File: src/hdl/adcsr_pkg.sv
// Contract
// - each word preceded by header zero one zero
// - leading header zero driven once msb ready
// - header one, zero on first two falls
// - no data clock returned with serial data
// - running conversion ignores further start pulses
// - unfinished burst loses result to next conversion
// - later falls advance the sixteen data bits
// - conversion starts on start signal rising edge
// - first result after power-up is invalid
// - result is sixteen data bits after header
// - result sent msb first, msb by msb ready
`default_nettype none
package adcsr_pkg;
   localparam int unsigned CLK_PERIOD_NS       = 40;
   localparam int unsigned MSB_READY_TIME_NS   = 200;
   localparam int unsigned BURST_DEADLINE_NS   = 40;
   localparam int unsigned CONVERSION_TIME_NS  = 80;
   localparam int unsigned MSB_READY_CYC       =
      (MSB_READY_TIME_NS + CLK_PERIOD_NS - 1) / CLK_PERIOD_NS;
   localparam int unsigned BURST_DEADLINE_CYC  =
      (BURST_DEADLINE_NS / CLK_PERIOD_NS) < 1 ? 1 : BURST_DEADLINE_NS / CLK_PERIOD_NS;
   localparam int unsigned CONV_CYC            =
      (CONVERSION_TIME_NS + CLK_PERIOD_NS - 1) / CLK_PERIOD_NS;
   localparam int unsigned DATA_BITS           = 16;
   localparam int unsigned FRAME_BITS          = 18;
   localparam logic [2:0]  HEADER_PATTERN      = 3'h2;
   localparam logic [15:0] RESULT_RESET        = 16'h0000;
   localparam logic [4:0]  TIMER_RESET         = 5'h00;
   typedef enum logic [1:0] {ADCSR_IDLE, ADCSR_CONVERT, ADCSR_WAIT_MSB, ADCSR_READY} adcsr_state_t;
   typedef struct packed {
      logic        valid;
      logic [15:0] word;
   } adcsr_result_t;
endpackage : adcsr_pkg
`default_nettype wire

File: src/hdl/adcsr_sync.sv
`default_nettype none
module adcsr_sync
   import adcsr_pkg::*;
(
   input  wire logic mclk,
   input  wire logic reset_n,
   input  wire logic async_in,
   output var  logic sync_out
);
   logic stage1;
   always_ff @(posedge mclk)
   begin
      if (!reset_n)
      begin
         stage1   <= 1'b0;
         sync_out <= 1'b0;
      end
      else
      begin
         stage1   <= async_in;
         sync_out <= stage1;
      end
   end
endmodule : adcsr_sync
`default_nettype wire

File: src/hdl/adcsr_readout.sv
`default_nettype none
module adcsr_readout
   import adcsr_pkg::*;
(
   input  wire logic          mclk,
   input  wire logic          reset_n,
   input  wire logic          conversion_start_pair,
   input  wire logic          serial_clock,
   input  wire adcsr_result_t sample,
   output var  logic          serial_data,
   output var  logic          converting,
   output var  logic          result_lost
);
   adcsr_state_t  state;
   logic          start_s;
   logic          start_d;
   logic          sclk_s;
   logic          sclk_d;
   logic [4:0]    timer;
   logic [4:0]    edge_count;
   logic [17:0]   shifter;
   logic          seen_first;
   logic          burst_done;
   logic          start_rise;
   logic          sclk_fall;

   adcsr_sync u_start_sync (
      .mclk     (mclk),
      .reset_n  (reset_n),
      .async_in (conversion_start_pair),
      .sync_out (start_s)
   );

   adcsr_sync u_sclk_sync (
      .mclk     (mclk),
      .reset_n  (reset_n),
      .async_in (serial_clock),
      .sync_out (sclk_s)
   );

   // edge detection on synchronised levels
   always_ff @(posedge mclk)
   begin
      if (!reset_n)
      begin
         start_d <= 1'b0;
         sclk_d  <= 1'b0;
      end
      else
      begin
         start_d <= start_s;
         sclk_d  <= sclk_s;
      end
   end

   assign start_rise = start_s && !start_d;
   assign sclk_fall  = sclk_d && !sclk_s;

   // conversion sequencing
   always_ff @(posedge mclk)
   begin
      if (!reset_n)
      begin
         state      <= ADCSR_IDLE;
         timer      <= TIMER_RESET;
         converting <= 1'b0;
      end
      else
      begin
         case (state)
            ADCSR_IDLE, ADCSR_READY:
            begin
               if (start_rise)
               begin
                  state      <= ADCSR_CONVERT;
                  timer      <= TIMER_RESET;
                  converting <= 1'b1;
               end
            end
            ADCSR_CONVERT:
            begin
               // starts are not looked at here
               timer <= timer + 5'h01;
               if (timer == 5'(CONV_CYC - 1))
               begin
                  state <= ADCSR_WAIT_MSB;
               end
            end
            ADCSR_WAIT_MSB:
            begin
               timer <= timer + 5'h01;
               if (timer == 5'(MSB_READY_CYC - 1))
               begin
                  state      <= ADCSR_READY;
                  converting <= 1'b0;
               end
            end
            default:
            begin
               state <= ADCSR_IDLE;
            end
         endcase
      end
   end

   // output shifter: header 010 then sixteen bits msb first
   always_ff @(posedge mclk)
   begin
      if (!reset_n)
      begin
         shifter     <= {HEADER_PATTERN[2:1], RESULT_RESET};
         serial_data <= 1'b0;
         edge_count  <= TIMER_RESET;
         burst_done  <= 1'b1;
         seen_first  <= 1'b0;
         result_lost <= 1'b0;
      end
      else if (state == ADCSR_WAIT_MSB && timer == 5'(MSB_READY_CYC - 1))
      begin
         // load overwrites any unfinished burst
         result_lost <= !burst_done && seen_first;
         shifter     <= {HEADER_PATTERN[1:0], sample.word};
         serial_data <= HEADER_PATTERN[2];
         edge_count  <= TIMER_RESET;
         burst_done  <= 1'b0;
         seen_first  <= 1'b1;
      end
      else if (sclk_fall && !burst_done)
      begin
         serial_data <= shifter[17];
         shifter     <= {shifter[16:0], 1'b0};
         edge_count  <= edge_count + 5'h01;
         if (edge_count == 5'(FRAME_BITS - 1))
         begin
            burst_done <= 1'b1;
         end
      end
   end
   // serial_data, converting and result_lost leave; no clock is echoed
endmodule : adcsr_readout
`default_nettype wire

File: config.mk
export PLATFORM = sky130hd
export DESIGN_NAME = adcsr_readout
export DESIGN_NICKNAME = d
export VERILOG_FILES = /design/src/hdl/adcsr_pkg.sv /design/src/hdl/adcsr_sync.sv /design/src/hdl/adcsr_readout.sv
export SDC_FILE = /design/constraint.sdc
export NUM_CORES = 1
export LEC_CHECK = 0
export BUFFER_PORTS_ARGS = -buffer_cell sky130_fd_sc_hd__buf_4
export CORE_MARGIN = 2
export CORE_UTILIZATION = 55
export CTS_BUF_LIST = sky130_fd_sc_hd__clkbuf_4 sky130_fd_sc_hd__clkbuf_8
export DETAILED_ROUTE_END_ITERATION = 12
export GPL_ROUTABILITY_DRIVEN = 1
export HOLD_SLACK_MARGIN = 0.02
export PLACE_DENSITY_LB_ADDON = 0.12
export SKIP_LAST_GASP = 1
export SYNTH_ARGS = -nofsm -noshare
export SYNTH_HDL_FRONTEND = slang
export SYNTH_HIERARCHICAL = 1
export SYNTH_SLANG_ARGS = --single-unit
File: constraint.sdc
create_clock -name mclk -period 1.8 [get_ports mclk]
set_input_delay 0.27 -clock mclk [delete_from_list [all_inputs] [get_ports mclk]]
set_output_delay 0.27 -clock mclk [all_outputs]
set_load 0.02 [all_outputs]
Yosys cells after proc, flatten, opt, wreduce, memory -nomap -nowiden --
Index checks and enable logic that the tools add are counted.
Storage, ports and cells: latch bits 0, output and inout bits 3, bits in read-only memories 0, memories 0, bits in registers 41, logic and storage cells 59, bits in writable memories 0, bits of input ports 21
Operators by class: muxes and demuxes 14, div/mod/pow operators 0, shift operators 0, equal/unequal tests 9, multipliers 0, bitwise logic cells 1, $add $sub $neg 2, reduce and logical (&&, ||, !) cells 18, $lt $le $gt $ge 0
Operators with widths (count):
- 18-bit 2-to-1 mux | 2
- 5-bit by 1-bit adder with 5-bit output, second input constant | 2
- 5-bit case mux with 2 select lines | 1
- 2-bit 2-to-1 mux | 3
- 2-bit != test, second input constant | 3
- 2-bit case mux with 3 select lines | 1
- 3-bit AND reduction | 2
- 2-bit nonzero test | 3
- 2-bit OR reduction | 3
- 5-bit by 1-bit == test with 1-bit output, second input constant | 1
- 5-bit by 3-bit == test with 1-bit output, second input constant | 1
- 5-bit == test, second input constant | 1
- 1-bit logical AND | 5
- 1-bit 2-to-1 mux | 5
- 5-bit 2-to-1 mux | 1
- 2-bit == test, second input constant | 2
- 1-bit logical NOT | 3
- 2-bit by 1-bit == test with 1-bit output, second input constant | 1
- 2-bit logical NOT | 1
- 1-bit case mux with 2 select lines | 1
- 2-bit AND reduction | 1
- 1-bit NOT | 1

Longest topological paths before layout --
depth in word-level cells 5, gate-level depth with buffers 8, depth with buffers taken out 6

Hierarchy --
The synthesis kept the hierarchy.
Modules (own cells, without submodules):
- adcsr_readout | cells each 181, times used 1, seq. area each 740.7 um^2, area each 1666.6 um^2
- adcsr_sync | cells each 4, times used 2, seq. area each 40.0 um^2, area each 52.6 um^2

Worst setup path before layout --
Ideal clock, no wire load.
path type register to register, start point register timer[0], end point register shifter[14], period minus slack after synthesis 1.621 ns, arrival time 1.535 ns, setup time 0.086 ns, data required time 1.714 ns, buffers on the path 2, setup slack 0.179 ns, cell stages (with the launch flop) 9, cells stage by stage dfxtp_1 > inv_1 > ha_1 > nand4bb_1 > or2_2 > buf_2 > clkbuf_1 > nor2_1 > a211oi_1
On the way: cells in the longest elaborated chain, start to end 3, elaborated cells on any way between the ends 4, those cells by class 1 x eq/ne; 1 x mux; 2 x reduce/logical
RTL lines:
- start, declared | RTL line adcsr_readout.sv:19 | logic [4:0] timer;
- start signal, assigned | RTL line adcsr_readout.sv:83 | timer <= timer + 5'h01;
- start signal, assigned | RTL line adcsr_readout.sv:91 | timer <= timer + 5'h01;
- 5-bit by 3-bit == test with 1-bit output (*) | RTL line adcsr_readout.sv:118 | else if (state == ADCSR_WAIT_MSB && timer == 5'(MSB_READY_CYC - 1))
- 1-bit logical AND (*) | RTL line adcsr_readout.sv:118
- 18-bit 2-to-1 mux or 2-bit nonzero test (tied branches)
- end signal, assigned | RTL line adcsr_readout.sv:111 | shifter <= {HEADER_PATTERN[2:1], RESULT_RESET};
- end signal, assigned | RTL line adcsr_readout.sv:122 | shifter <= {HEADER_PATTERN[1:0], sample.word};
- end signal, assigned | RTL line adcsr_readout.sv:131 | shifter <= {shifter[16:0], 1'b0};
- end, declared | RTL line adcsr_readout.sv:21 | logic [17:0] shifter;
Every way passes the cells marked *; elsewhere a longest branch is shown, timed or not. A chain may end at the register's enable or synchronous reset.

Worst setup path after layout --
start point register timer[1], end point register state[0]
On the way: cells in the longest elaborated chain, start to end 3, elaborated cells on any way between the ends 5, those cells by class 4 x eq/ne; 1 x reduce/logical
RTL lines:
- 5-bit by 1-bit == test with 1-bit output or 5-bit by 3-bit == test with 1-bit output (tied branches) | RTL line adcsr_readout.sv:84, adcsr_readout.sv:92
- 2-bit != test (no line)
- 3-bit AND reduction (no line) (*)
- end signal, assigned | RTL line adcsr_readout.sv:86 | state <= ADCSR_WAIT_MSB;
- end signal, assigned | RTL line adcsr_readout.sv:94 | state <= ADCSR_READY;
- end signal, assigned | RTL line adcsr_readout.sv:100 | state <= ADCSR_IDLE;
- end, declared | RTL line adcsr_readout.sv:14 | adcsr_state_t state;
Marked as above.

==> reports/results.tsv <==
metric	value	unit
outcome	finished clean	
setup_viol	0	
synth_mux_area_share	10.2	%
vias	1385	
synth-simple-area-share	17.0	%
synth_top_cell_area_share	46.3	%
synthTopCellsByArea	dfxtp_1, mux2i_1, a211oi_1	
n_antenna_cell	0	
port_buffers	22	
cp_slowest_cell	or4b_1	
hp-class	primary input to flip-flop	
path_clk_slew	0.11	ns
finalHoldViolCount	0	
place_hpwl	2240	µm
worstPathArrival	2.06	ns
cts_buffers	5	
die_x	60.8	µm
placed_cell_area	2000	µm²
syn_area	1770	µm²
synth_top_area_cell	dfxtp_1	
root_buffer	clkbuf_4	
drv_cap	0	
dieArea	3690	µm²
layout.cells.non_filler	255	
min_period	1.77	ns
r2r_setup_slack	0.03	ns
antenna_found_initial	0	
p_per_area	929	nW/µm²
grt-ovfl-total	0	
rsz0062_at_grt	yes	
fmax	566	MHz
setup.worst_path.class	flip-flop to flip-flop	
ys_warn_count	6	
fp.coreArea	3050	µm²
design_area	2070	µm²
synth_fa_ha_area_share	5.65	%
drc	0	
areaGrowthSynthToFinish	16.8	%
grt_pass1_wl	5460	µm
initial_core_util	58.0	%
antenna_left	0	
path_cells	inv_1 > ha_1 > or4b_1 > a22o_1 > or3_1 > a21oi_2	
htreeDepth	2	
ir_drop	0.000823	V
synth_top_family_by_area	simple AND/OR/NAND/NOR gates	
synth_cells	189	
slew_headroom	83.1	%
postCtsSetupRepairBufs	0	
cpPeakStageDelay	0.45	ns
leakage	0.000756	µW
synth_xor_area_share	1.98	%
gr-usage-all-layers	20.2	%
die_y	60.8	µm
fillers	260	
num_rows	20	
grt_max_degree	33	
wl	3300	µm
holdWs	0.125	ns
cp-end-kind	flip-flop	
tightest_slew	0.252	ns
startpoint_type	flip-flop	
fin_tns_setup	0	ns
cts_tree	done	
synth.distinct_cells	34	
dp.cells	247	
drive_gt1_share	19.4	%
fin_crit_sh	98.2	%
synth_seq_cells	41	
insertion_delay	0.35	ns
seq_area_frac_synth	46.3	%
critPathBufInv	1	
report.final.slew_viol_count	0	
clock_sink_count	41	
place.gp.congestion	0.674	
timing.final.ws_setup	0.0332	ns
synth_area_per_cell	9.37	µm²
pre_cts_slack	0.0614	ns
path_max_fanout	5	
drtPass1Iterations	4	
drt_iter0_drc	75	
drt-vias-per-instance	5.43	
num_io_pins	24	
worstPathRequired	2.09	ns
wire_per_inst	12.9	µm
synth_compound_area_share	14.4	%
clock_path_buffers	2	
grt_pass1_vias	1301	
worst_path_dominant_cell_family	simple AND/OR/NAND/NOR gates	
skew	0.00934	ns
syn_nets	218	
fin_nets	239	
-- layer usage --
metal,vias to the layer above,wire (µm),global-route usage [%]
li1,699,-,-
met1,659,1490,23.1
met4,0,34,6.52
met2,23,1660,35.3
met5,-,0,0
met3,4,113,7.04
-- power by group --
part / leakage, µW / total, µW / internal (µW) / switching [µW]
sequential: 0.000333 / 1010 / 961 / 45.8
combinational: 0.000387 / 434 / 191 / 243
clock: 0.0000368 / 481 / 201 / 280
total: 0.000756 / 1920 / 1350 / 569
-- sequential cells by signal, indices dropped and copies added (netlist names), 2 cells and up --
name	cells
timer	5
edge_count	5
state	2
shifter	18
-- per-stage QoR --
step / power (µW) / util [%]
final: 1920 / 67.8
after global routing: 2040 / 67.8
after CTS: 1910 / 67.3
after detailed placement: 1440 / 65.4
after global placement: 1410 / 65.4
after floorplan: 1320 / -
-- path summary, 6_finish.rpt --
| path | start | end | cells past startpoint |
|---|---|---|---|
| max | timer[1] | state[0] | 6 |
| min | conversion_start_pair | u_start_sync/stage1 | 2 |
| max reg2reg | timer[1] | state[0] | 6 |
| min reg2reg | u_sclk_sync/stage1 | u_sclk_sync/sync_out | 1 |
-- cell families after synthesis --
kind of cell	after synthesis
AO/OA/AOI/OAI	39
AND/OR/NAND/NOR	60
buffers and inverters	19
flip-flops	41
XOR/XNOR	4
adder cells (fa/ha/maj)	8
multiplexers	18
-- cell usage after synthesis --
cell and number:
inv_1 7, a211oi_1 17, nor3_1 1, a21boi_0 1, or3b_2 1, ha_1 8
and2_1 7, clkinv_1 1, a21oi_1 8, buf_2 6, nand4b_1 1, or3_1 3
nor2b_1 1, xor2_1 3, o211ai_1 1, mux2i_1 18, nand2b_1 1, nand2_1 7
or4b_1 1, a31oi_1 3, o21a_1 1, o31ai_1 1, clkbuf_1 5, nor3b_1 1
nand3b_1 2, nand4_1 2, o21ai_0 6, dfxtp_1 41, xnor2_1 1, nor2_1 28
nand4bb_1 1, or2_2 1, a22o_1 1, nand3_1 2
-- area by class of cell --
type	count	area, µm²	area share (%)
tap	44	55.1	2.66
sequential	41	823	39.8
timing repair buffer	25	213	10.3
inverter	8	30.0	1.45
clock buffer	8	60.1	2.90
multi-input combinational	129	888	42.9
-- placed cells by master (no fill, tap or decap), types with 6 or more instances in the layout --
cell type	n
buf_4	23
mux2i_1	18
inv_1	7
dfxtp_1	39
clkbuf_4	8
nand2_1	7
nor2_1	28
a21oi_1	7
o21ai_0	6
a211oi_1	16
and2_1	7
ha_1	7
-- repair_timing --
item | in CTS | in global routing
resized for setup | 0 | 5
hold buffers | 0 | 0
endpoints found under the setup margin | 0 | 2
(Power assumes the default switching activity.)
